File: src/rtl/scs_pkg.sv
// Constants for the system clock source select block.
// Assumes a single 40 MHz clock and an AXI4-Lite register bus.
package scs_pkg;
    // Register byte offsets
    localparam logic [7:0] OSC_CONTROL_REG_OFS     = 8'h00;
    localparam logic [7:0] OSC_CONTROL_REG_TWO_OFS = 8'h04;
    localparam logic [7:0] CONFIG_WORD_HIGH_OFS    = 8'h08;
    localparam logic [7:0] OSC_TUNE_REG_OFS        = 8'h0C;
    localparam logic [7:0] STATUS_OFS              = 8'h10;

    // osc_control_reg fields
    localparam int SEL_LSB   = 0;
    localparam int FSTAT_BIT = 3;
    localparam int IFS_LSB   = 4;
    // osc_control_reg_two fields
    localparam int RUN_BIT   = 2;
    // osc_tune_reg fields
    localparam int LFPICK_BIT = 7;
    // config_word_high fields
    localparam int MODE_LSB      = 0;
    localparam int SWCTL_BIT     = 5;
    localparam int DIVOUT_BIT    = 6;
    localparam int MCLEAR_EN_BIT = 7;

    // Reset values
    localparam logic [1:0] SEL_RST    = 2'h0;
    localparam logic [2:0] IFS_RST    = 3'h3;
    localparam logic       RUN_RST    = 1'b1;
    localparam logic [3:0] MODE_RST   = 4'h2;
    localparam logic [7:0] CFG_RST    = 8'h82;

    // Internal frequency select codes
    localparam logic [2:0] IFS_SLOW   = 3'h0;

    // Primary oscillator mode codes
    localparam logic [3:0] MODE_LOWPWR  = 4'h0;
    localparam logic [3:0] MODE_MIDXTAL = 4'h1;
    localparam logic [3:0] MODE_HIXTAL  = 4'h2;
    localparam logic [3:0] MODE_RCOSC   = 4'h3;
    localparam logic [3:0] MODE_EXTCLK  = 4'h4;

    // Amplifier gain codes
    localparam logic [1:0] GAIN_OFF  = 2'h0;
    localparam logic [1:0] GAIN_LOW  = 2'h1;
    localparam logic [1:0] GAIN_MID  = 2'h2;
    localparam logic [1:0] GAIN_HIGH = 2'h3;

    // Clock source codes, one-hot
    localparam logic [3:0] SRC_PRI  = 4'h1;
    localparam logic [3:0] SRC_SEC  = 4'h2;
    localparam logic [3:0] SRC_SLOW = 4'h4;
    localparam logic [3:0] SRC_FAST = 4'h8;

    localparam logic [1:0] AXI_OKAY   = 2'h0;
    localparam logic [1:0] AXI_SLVERR = 2'h2;
    localparam logic [1:0] DIV4_LAST  = 2'h3;
endpackage : scs_pkg

File: src/rtl/scs_sync.sv
// Two-flop synchroniser for one level.
// Assumes the input is asynchronous to clk_i.
`timescale 1ns/1ps
`default_nettype none
module scs_sync
(
    input  wire logic clk_i,
    input  wire logic rst_n_i,
    input  wire logic d_i,
    output var  logic q_o
);
    logic meta;
    logic next_meta;
    logic next_q;

    always_comb
    begin
        next_meta = d_i;
        next_q    = meta;
    end

    always_ff @(posedge clk_i or negedge rst_n_i)
    begin
        if (!rst_n_i)
        begin
            meta <= 1'b0;
            q_o  <= 1'b0;
        end
        else
        begin
            meta <= next_meta;
            q_o  <= next_q;
        end
    end
endmodule : scs_sync
`default_nettype wire

File: src/rtl/scs_glitchfree.sv
// Glitch-free switch stage: a source is enabled only after the
// gates of the other sources are closed and it reports ready, each step on the system clock.
// Assumes oscillator-ready levels arrive already synchronised.
`timescale 1ns/1ps
`default_nettype none
module scs_glitchfree
(
    input  wire logic       clk_i,
    input  wire logic       rst_n_i,
    input  wire logic [3:0] want_i,
    input  wire logic [3:0] ready_i,
    output var  logic [3:0] gate_o
);
    logic [3:0] next_gate;

    // break before make
    always_comb
    begin
        next_gate = gate_o;
        if (gate_o != want_i)
        begin
            if ((gate_o & ~want_i) != 4'h0)
                next_gate = gate_o & want_i;
            else if ((want_i & ready_i) != 4'h0)
                next_gate = want_i;
        end
    end

    always_ff @(posedge clk_i or negedge rst_n_i)
    begin
        if (!rst_n_i)
            gate_o <= scs_pkg::SRC_PRI;
        else
            gate_o <= next_gate;
    end
endmodule : scs_glitchfree
`default_nettype wire

File: src/rtl/scs_clock_select.sv
// System clock source selection with AXI4-Lite registers.
// Assumes oscillator ready and pin inputs are asynchronous.
//
// Chosen here: register access over AXI4-Lite and the address map.
`timescale 1ns/1ps
`default_nettype none
// Overview of operation
// Two-bit select picks internal, secondary, primary
// Primary source stays until software changes select
// Slow internal only at code 000, pick clear
// Run bit works only with control enable
// Run bit set runs, clear stops primary
// Never stop primary while it clocks system
// Five primary modes from four-bit config
// Crystal modes set low, mid, high gain
// Clock output pin toggles at quarter rate
// Input pin is master clear unless disabled
// Oscillator pins used only by needing modes
// Frequency code decodes 16 MHz down to 31 kHz
// Status bit shows primary or internal clock
// Switch sources only at synchronised safe points
// Block primary shutdown while primary selected
module scs_clock_select
(
    input  wire logic        mclk_i,
    input  wire logic        rst_n_i,
    input  wire logic [7:0]  s_axi_awaddr,
    input  wire logic        s_axi_awvalid,
    output var  logic        s_axi_awready,
    input  wire logic [31:0] s_axi_wdata,
    input  wire logic [3:0]  s_axi_wstrb,
    input  wire logic        s_axi_wvalid,
    output var  logic        s_axi_wready,
    output var  logic [1:0]  s_axi_bresp,
    output var  logic        s_axi_bvalid,
    input  wire logic        s_axi_bready,
    input  wire logic [7:0]  s_axi_araddr,
    input  wire logic        s_axi_arvalid,
    output var  logic        s_axi_arready,
    output var  logic [31:0] s_axi_rdata,
    output var  logic [1:0]  s_axi_rresp,
    output var  logic        s_axi_rvalid,
    input  wire logic        s_axi_rready,
    input  wire logic        pri_ready_i,
    input  wire logic        sec_ready_i,
    input  wire logic        slow_ready_i,
    input  wire logic        fast_ready_i,
    input  wire logic        input_only_pin_i,
    output var  logic        pri_osc_enable_o,
    output var  logic [1:0]  amp_gain_o,
    output var  logic [3:0]  clk_gate_o,
    output var  logic [2:0]  fast_divider_o,
    output var  logic        osc_pin_in_used_o,
    output var  logic        osc_pin_out_used_o,
    output var  logic        osc_pin_out_o,
    output var  logic        osc_pin_out_oe_o,
    output var  logic        master_clear_n_o,
    output var  logic        input_only_pin_o
);
    typedef enum logic [3:0] {
        SCS_SRC_PRI  = 4'h1,
        SCS_SRC_SEC  = 4'h2,
        SCS_SRC_SLOW = 4'h4,
        SCS_SRC_FAST = 4'h8
    } scs_src_e;

    // Source wanted by select and internal settings
    function automatic scs_src_e src_decode(input logic [1:0] sel,
        input logic [2:0] ifs, input logic pick);
        scs_src_e r;
        r = SCS_SRC_PRI;
        case (1'b1)
            sel[1]:
                // slow only on code 000, pick clear
                if (ifs == scs_pkg::IFS_SLOW && !pick)
                    r = SCS_SRC_SLOW;
                else
                    r = SCS_SRC_FAST;
            sel[0]: r = SCS_SRC_SEC;
            default: r = SCS_SRC_PRI;
        endcase
        return r;
    endfunction : src_decode

    logic [1:0]  system_clock_select;
    logic [2:0]  internal_freq_select;
    logic        primary_run_bit;
    logic        low_freq_source_pick;
    logic [7:0]  config_word_high;
    logic [1:0]  next_sel;
    logic [2:0]  next_ifs;
    logic        next_run, next_pick;
    logic [7:0]  next_cfg;
    logic        aw_held, w_held;
    logic [7:0]  aw_addr;
    logic [31:0] w_data;
    logic [3:0]  w_strb;
    logic        next_aw_held, next_w_held;
    logic [7:0]  next_aw_addr;
    logic [31:0] next_w_data;
    logic [3:0]  next_w_strb;
    logic        next_bvalid, next_rvalid, do_write;
    logic [1:0]  next_bresp, next_rresp;
    logic [31:0] next_rdata;
    logic [3:0]  mode;
    logic [3:0]  want, gate, ready_s;
    logic        pin_s;
    logic [1:0]  div_cnt, next_div_cnt;
    logic        next_pri_en, next_in_used, next_out_used, next_out;
    logic        next_oe, next_clear_n, next_pin, mode_rcosc;
    logic [1:0]  next_gain;

    genvar gi;
    generate
        for (gi = 0; gi < 4; gi++)
        begin : g_rdy
            scs_sync u_sync
            (
                .clk_i   (mclk_i),
                .rst_n_i (rst_n_i),
                .d_i     ((gi == 0) ? pri_ready_i :
                          (gi == 1) ? sec_ready_i :
                          (gi == 2) ? slow_ready_i : fast_ready_i),
                .q_o     (ready_s[gi])
            );
        end
    endgenerate

    scs_sync u_pin_sync
    (
        .clk_i   (mclk_i),
        .rst_n_i (rst_n_i),
        .d_i     (input_only_pin_i),
        .q_o     (pin_s)
    );

    assign mode    = config_word_high[scs_pkg::MODE_LSB +: 4];
    assign mode_rcosc = (mode == scs_pkg::MODE_RCOSC);
    // select decode
    assign want    = src_decode(system_clock_select, internal_freq_select,
                                low_freq_source_pick);

    scs_glitchfree u_switch
    (
        .clk_i   (mclk_i),
        .rst_n_i (rst_n_i),
        .want_i  (want),
        .ready_i (ready_s),
        .gate_o  (gate)
    );

    // Bus write channel and register updates
    always_comb
    begin
        next_aw_held = aw_held;
        next_w_held  = w_held;
        next_aw_addr = aw_addr;
        next_w_data  = w_data;
        next_w_strb  = w_strb;
        if (s_axi_awvalid && s_axi_awready)
        begin
            next_aw_held = 1'b1;
            next_aw_addr = s_axi_awaddr;
        end
        if (s_axi_wvalid && s_axi_wready)
        begin
            next_w_held = 1'b1;
            next_w_data = s_axi_wdata;
            next_w_strb = s_axi_wstrb;
        end
        do_write    = aw_held && w_held && !s_axi_bvalid;
        next_bvalid = s_axi_bvalid && !s_axi_bready;
        next_bresp  = s_axi_bresp;
        next_sel    = system_clock_select;
        next_ifs    = internal_freq_select;
        next_run    = primary_run_bit;
        next_pick   = low_freq_source_pick;
        next_cfg    = config_word_high;
        if (do_write)
        begin
            next_aw_held = 1'b0;
            next_w_held  = 1'b0;
            next_bvalid  = 1'b1;
            next_bresp   = scs_pkg::AXI_OKAY;
            case (aw_addr)
                scs_pkg::OSC_CONTROL_REG_OFS:
                    if (w_strb[0])
                    begin
                        // select changes only by software
                        next_sel = w_data[scs_pkg::SEL_LSB +: 2];
                        next_ifs = w_data[scs_pkg::IFS_LSB +: 3];
                    end
                scs_pkg::OSC_CONTROL_REG_TWO_OFS:
                    if (w_strb[0])
                        next_run = w_data[scs_pkg::RUN_BIT];
                scs_pkg::CONFIG_WORD_HIGH_OFS:
                    if (w_strb[0])
                        next_cfg = w_data[7:0];
                scs_pkg::OSC_TUNE_REG_OFS:
                    if (w_strb[0])
                        next_pick = w_data[scs_pkg::LFPICK_BIT];
                scs_pkg::STATUS_OFS: next_bresp = scs_pkg::AXI_OKAY;
                default: next_bresp = scs_pkg::AXI_SLVERR;
            endcase
        end
    end

    // Bus read channel
    always_comb
    begin
        next_rvalid = s_axi_rvalid && !s_axi_rready;
        next_rdata  = s_axi_rdata;
        next_rresp  = s_axi_rresp;
        if (s_axi_arvalid && s_axi_arready)
        begin
            next_rvalid = 1'b1;
            next_rdata  = 32'h0;
            next_rresp  = scs_pkg::AXI_OKAY;
            case (s_axi_araddr)
                scs_pkg::OSC_CONTROL_REG_OFS:
                begin
                    next_rdata[scs_pkg::SEL_LSB +: 2] = system_clock_select;
                    next_rdata[scs_pkg::IFS_LSB +: 3] = internal_freq_select;
                    // primary vs internal status
                    next_rdata[scs_pkg::FSTAT_BIT] = gate[0];
                end
                scs_pkg::OSC_CONTROL_REG_TWO_OFS:
                    next_rdata[scs_pkg::RUN_BIT] = primary_run_bit;
                scs_pkg::CONFIG_WORD_HIGH_OFS:
                    next_rdata[7:0] = config_word_high;
                scs_pkg::OSC_TUNE_REG_OFS:
                    next_rdata[scs_pkg::LFPICK_BIT] = low_freq_source_pick;
                scs_pkg::STATUS_OFS:
                    next_rdata[7:0] = {ready_s, gate};
                default: next_rresp = scs_pkg::AXI_SLVERR;
            endcase
        end
    end

    // Oscillator, gain and pin control
    always_comb
    begin
        // run bit only with control enable
        // run bit set runs, clear stops
        // R15: never stop while selected
        next_pri_en = !config_word_high[scs_pkg::SWCTL_BIT] ||
                      primary_run_bit || want[0] || gate[0];
        // R8: mode to amplifier gain
        case (mode)
            scs_pkg::MODE_LOWPWR:  next_gain = scs_pkg::GAIN_LOW;
            scs_pkg::MODE_MIDXTAL: next_gain = scs_pkg::GAIN_MID;
            scs_pkg::MODE_HIXTAL:  next_gain = scs_pkg::GAIN_HIGH;
            default:               next_gain = scs_pkg::GAIN_OFF;
        endcase
        if (!next_pri_en)
            next_gain = scs_pkg::GAIN_OFF;
        // pins claimed only by needing modes
        next_in_used  = (mode <= scs_pkg::MODE_EXTCLK);
        next_out_used = (mode <= scs_pkg::MODE_HIXTAL) ||
                        ((mode_rcosc || mode == scs_pkg::MODE_EXTCLK) &&
                         config_word_high[scs_pkg::DIVOUT_BIT]);
        // quarter-rate clock output
        next_div_cnt = div_cnt + 2'h1;
        next_oe  = next_out_used && (mode > scs_pkg::MODE_HIXTAL);
        next_out = next_oe && div_cnt[1];
        // master clear unless disabled
        next_clear_n = config_word_high[scs_pkg::MCLEAR_EN_BIT] ? pin_s : 1'b1;
        next_pin     = config_word_high[scs_pkg::MCLEAR_EN_BIT] ? 1'b0 : pin_s;
    end

    always_ff @(posedge mclk_i or negedge rst_n_i)
    begin
        if (!rst_n_i)
        begin
            system_clock_select  <= scs_pkg::SEL_RST;
            internal_freq_select <= scs_pkg::IFS_RST;
            primary_run_bit      <= scs_pkg::RUN_RST;
            low_freq_source_pick <= 1'b0;
            config_word_high     <= scs_pkg::CFG_RST;
            aw_held              <= 1'b0;
            w_held               <= 1'b0;
            aw_addr              <= 8'h0;
            w_data               <= 32'h0;
            w_strb               <= 4'h0;
            s_axi_bvalid         <= 1'b0;
            s_axi_bresp          <= 2'h0;
            s_axi_rvalid         <= 1'b0;
            s_axi_rdata          <= 32'h0;
            s_axi_rresp          <= 2'h0;
            s_axi_awready        <= 1'b0;
            s_axi_wready         <= 1'b0;
            s_axi_arready        <= 1'b0;
            div_cnt              <= 2'h0;
            pri_osc_enable_o     <= 1'b1;
            amp_gain_o           <= scs_pkg::GAIN_HIGH;
            clk_gate_o           <= scs_pkg::SRC_PRI;
            fast_divider_o       <= scs_pkg::IFS_RST;
            osc_pin_in_used_o    <= 1'b1;
            osc_pin_out_used_o   <= 1'b1;
            osc_pin_out_o        <= 1'b0;
            osc_pin_out_oe_o     <= 1'b0;
            master_clear_n_o     <= 1'b1;
            input_only_pin_o     <= 1'b0;
        end
        else
        begin
            system_clock_select  <= next_sel;
            internal_freq_select <= next_ifs;
            primary_run_bit      <= next_run;
            low_freq_source_pick <= next_pick;
            config_word_high     <= next_cfg;
            aw_held              <= next_aw_held;
            w_held               <= next_w_held;
            aw_addr              <= next_aw_addr;
            w_data               <= next_w_data;
            w_strb               <= next_w_strb;
            s_axi_bvalid         <= next_bvalid;
            s_axi_bresp          <= next_bresp;
            s_axi_rvalid         <= next_rvalid;
            s_axi_rdata          <= next_rdata;
            s_axi_rresp          <= next_rresp;
            s_axi_awready        <= !next_aw_held && !next_bvalid;
            s_axi_wready         <= !next_w_held && !next_bvalid;
            s_axi_arready        <= !next_rvalid && !s_axi_arready;
            div_cnt              <= next_div_cnt;
            pri_osc_enable_o     <= next_pri_en;
            amp_gain_o           <= next_gain;
            clk_gate_o           <= gate;
            // frequency code to postscaler
            fast_divider_o       <= internal_freq_select;
            osc_pin_in_used_o    <= next_in_used;
            osc_pin_out_used_o   <= next_out_used;
            osc_pin_out_o        <= next_out;
            osc_pin_out_oe_o     <= next_oe;
            master_clear_n_o     <= next_clear_n;
            input_only_pin_o     <= next_pin;
        end
    end
endmodule : scs_clock_select
`default_nettype wire

File: config.mk
export PLATFORM = sky130hd
export DESIGN_NAME = scs_clock_select
export DESIGN_NICKNAME = d
export VERILOG_FILES = /design/src/rtl/scs_pkg.sv /design/src/rtl/scs_sync.sv /design/src/rtl/scs_glitchfree.sv /design/src/rtl/scs_clock_select.sv
export SDC_FILE = /design/constraint.sdc
export NUM_CORES = 1
export LEC_CHECK = 0
export ABC_CLOCK_PERIOD_IN_PS = 2300
export BUFFER_PORTS_ARGS = -buffer_cell sky130_fd_sc_hd__clkbuf_2
export CORE_MARGIN = 3
export CORE_UTILIZATION = 40
export CTS_CLUSTER_SIZE = 20
export DETAILED_ROUTE_END_ITERATION = 6
export PLACE_DENSITY_LB_ADDON = 0.08
export SYNTH_ARGS = -nofsm -noshare
export SYNTH_HDL_FRONTEND = slang
export SYNTH_SLANG_ARGS = --single-unit
File: constraint.sdc
create_clock -name mclk_i -period 2.3 [get_ports mclk_i]
set_input_delay 0.46 -clock mclk_i [delete_from_list [all_inputs] [get_ports mclk_i]]
set_output_delay 0.46 -clock mclk_i [all_outputs]
set_load 0.005 [all_outputs]
==> flow_summary.json <==
{
  "final_layout_size_suffix_gt1_share_pct": 42.94,
  "start_util_pct": 41.96,
  "path_clk_slew_ns": 0.08,
  "ys_warn_count": 0,
  "grt_pass1_vias": 2212,
  "critPathMaxFanout": 4,
  "cts_sinks": 81,
  "clock_latency_ns": 0.35,
  "antenna_found_initial": 0,
  "syn_area_sq_um": 3500,
  "period_minus_slack_ns": 2.243,
  "fp.coreArea_sq_um": 8341,
  "arrival_ns": 2.48,
  "powerDensity_nw_per_um2": 985.7,
  "syn_area_per_cell_sq_um": 12.82,
  "r2r_cells": 9,
  "area_delta_synth_final_pct": 19.52,
  "nets": 426,
  "wl_met3_um": 476,
  "dr.pass1.iters": 4,
  "final_cell_area_sq_um": 4183,
  "async_flop_share_pct": 100.0,
  "fin_worst_skew_ns": 0.008117,
  "maxCapViolations": 0,
  "detail-route-antenna-nets": 0,
  "drt-wirelength-per-cell_um": 14.32,
  "nFillCells": 775,
  "setup_viol": 0,
  "h-tree-depth": 3,
  "maxSlewViolCount": 0,
  "max_freq_mhz": 445.9,
  "outcome": "finished, final reports clean",
  "layout_common_cells": "dfrtp_1 (66), clkbuf_2 (66), mux2_2 (34)",
  "viasPerCell": 4.766,
  "postPlaceCellArea_sq_um": 3919,
  "tightest_slew_ns": 0.6811,
  "drc": 0,
  "crit_slowest_cell": "or4_4",
  "required_ns": 2.53,
  "cts_root_buf": "clkbuf_8",
  "grt_pass1_wl_um": 10970,
  "crit_chain": "buf_4, or4_4, nand2_2, ha_1, nor4_2, buf_4, nand2_1, o221a_4, mux2_4",
  "diodes": 0,
  "synth_edf_count": 0,
  "crit_type": "reg -> reg",
  "clockBufferDepth": 2,
  "top_layer": "met4",
  "maxSlewHeadroom_pct": 54.50,
  "crit_family": "simple AND/OR/NAND/NOR gates",
  "met2_length_um": 2953,
  "cts_tree": "yes",
  "synthFlopType": "dfrtp_1",
  "fp.dieH_um": 99.54,
  "synth_cell_types": 40,
  "port_buffers": 67,
  "die_x_um": 99.54,
  "hold_viol": 0,
  "hold_depth": 1,
  "dpl.hpwl_um": 5021,
  "vias": 2221,
  "rows": 33,
  "finalSetupTns_ns": 0,
  "crit_path_start_kind": "register",
  "min_path_type": "in -> reg",
  "finalCritPeriodShare_pct": 97.51,
  "vdd_drop_max_mv": 0.4970,
  "critical_path_depth": 9,
  "die_area_sq_um": 9907,
  "track_usage_pct": 14.21,
  "grt_max_degree": 40,
  "ios": 121,
  "endpoint_kind": "register",
  "cpPeakStageDelay_ns": 0.55,
  "leakage_nw": 2.057,
  "drtIter0Drc": 56,
  "ys_seq_elements": 81,
  "worst_path_most_repeated_cell": "buf_4",
  "seq_area_frac_synth_pct": 58.46,
  "postSynthCellCount": 273,
  "routed_wl_um": 6674,
  "gp_congestion": 0.7703,
  "cts_made_buffers": 9,
  "gr-total-overflow": 0,
  "cp.buffers_inverters": 2,
  "met1_length_um": 3162
}
[final timing paths]
kind | start | endpoint | slack, ns
worst max-delay path | low_freq_source_pick | u_switch.gate_o[1] | 0.06
worst min-delay path | fast_ready_i | g_rdy[3].u_sync.meta | 0.22
worst max register to register | low_freq_source_pick | u_switch.gate_o[1] | 0.06
worst min register to register | g_rdy[1].u_sync.meta | g_rdy[1].u_sync.q_o | 0.36
max in group asynchronous | rst_n_i | fast_divider_o[0] | 1.11
min in group asynchronous | rst_n_i | clk_gate_o[3] | 0.55
[power by group]
part	total, W	internal [W]	switching [W]	leakage (nW)
registers	0.00204	0.00177	0.000265	0.991
logic	0.000931	0.000529	0.000402	0.953
clock network	0.00116	0.000671	0.000485	0.114
[cell families (layout without fill, tap and decap cells)]
| group | Yosys count | after routing | share of synthesized area [%] |
|---|---|---|---|
| buffers and inverters | 40 | 103 | 7.365 |
| AOI/OAI and AO/OA | 39 | 39 | 7.759 |
| muxes | 44 | 44 | 14.23 |
| other | 1 | 26 | 0.1072 |
| xor gates and xnor gates | 2 | 2 | 0.5006 |
| DFF | 81 | 81 | 58.46 |
| and+or+nand+nor | 60 | 60 | 9.439 |
| adders and majority gates | 6 | 6 | 2.145 |
[per-layer routing]
| metal | GRT usage, % | vias to the layer above |
|---|---|---|
| li1 | - | 1067 |
| met1 | 19.53 | 1065 |
| met2 | 21.44 | 81 |
| met3 | 4.348 | 8 |
| met4 | 4.832 | 0 |
| met5 | 0 | - |
[sequential cells by signal, indices dropped and copies added (netlist names), 2 cells and up]
| register | cells |
|---|---|
| s_axi_rdata | 8 |
| g_rdy.u_sync.meta | 4 |
| config_word_high | 8 |
| aw_addr | 8 |
| system_clock_select | 2 |
| g_rdy.u_sync.q_o | 4 |
| amp_gain_o | 2 |
| div_cnt | 2 |
| internal_freq_select | 3 |
| u_switch.gate_o | 4 |
| w_data | 8 |
| clk_gate_o | 4 |
| fast_divider_o | 3 |
[final cells by class]
type	instances	area [sq um]	area share (%)
flip-flops and latches	81	2046	48.91
well taps	105	131.4	3.141
clock buffers	13	158.9	3.799
repair buffers	80	450.4	10.77
clock inverters	3	65.06	1.555
inverters	7	26.28	0.6282
multi-input cells	177	1305	31.20
[synthesized netlist by cell type (2+ instances only)]
cell,number,share of area (%)
nand3b_1,3,0.64
a22oi_1,2,0.43
dfstp_2,15,11
nor4_1,2,0.36
inv_1,7,0.75
nand2_1,17,1.8
ha_1,6,2.1
a22o_1,8,2.0
clkbuf_1,6,0.64
mux2i_1,7,2.0
dfrtp_1,66,47
or4_4,2,0.64
o21ai_0,12,1.7
a21oi_1,8,1.1
nor2_1,13,1.4
nand2b_1,3,0.54
nor3_1,3,0.43
nor3b_1,2,0.43
mux2_2,34,11
nor2b_1,7,1.3
nand3_1,2,0.29
mux2_4,3,1.3
a31oi_1,3,0.54
buf_4,26,5.6
[stage by stage]
step           cells  power, W  setup slack [ns]  hold WS [ns]  utilization, %
2_1_floorplan    298  0.002621           0.01104        0.1644               -
3_5_place_dp     447  0.002970          0.008645        0.3426           46.98
5_1_grt          466  0.004382         -0.009135        0.2030           50.15
6_report         466  0.004123           0.05721        0.2212           50.15
4_1_cts          464  0.004152           0.04477        0.2013           49.86
3_3_place_gp     447  0.002936          0.005506        0.3319           46.98
[repair_timing]
item / CTS / global route
buffers inserted: 0 / 2
resized for setup: 1 / 2
endpoints found under the hold margin: 14 / 0
setup endpoints to repair: 1 / 2
hold buffers: 1 / 0
pin swaps: 0 / 2
(Power assumes the default switching activity.)
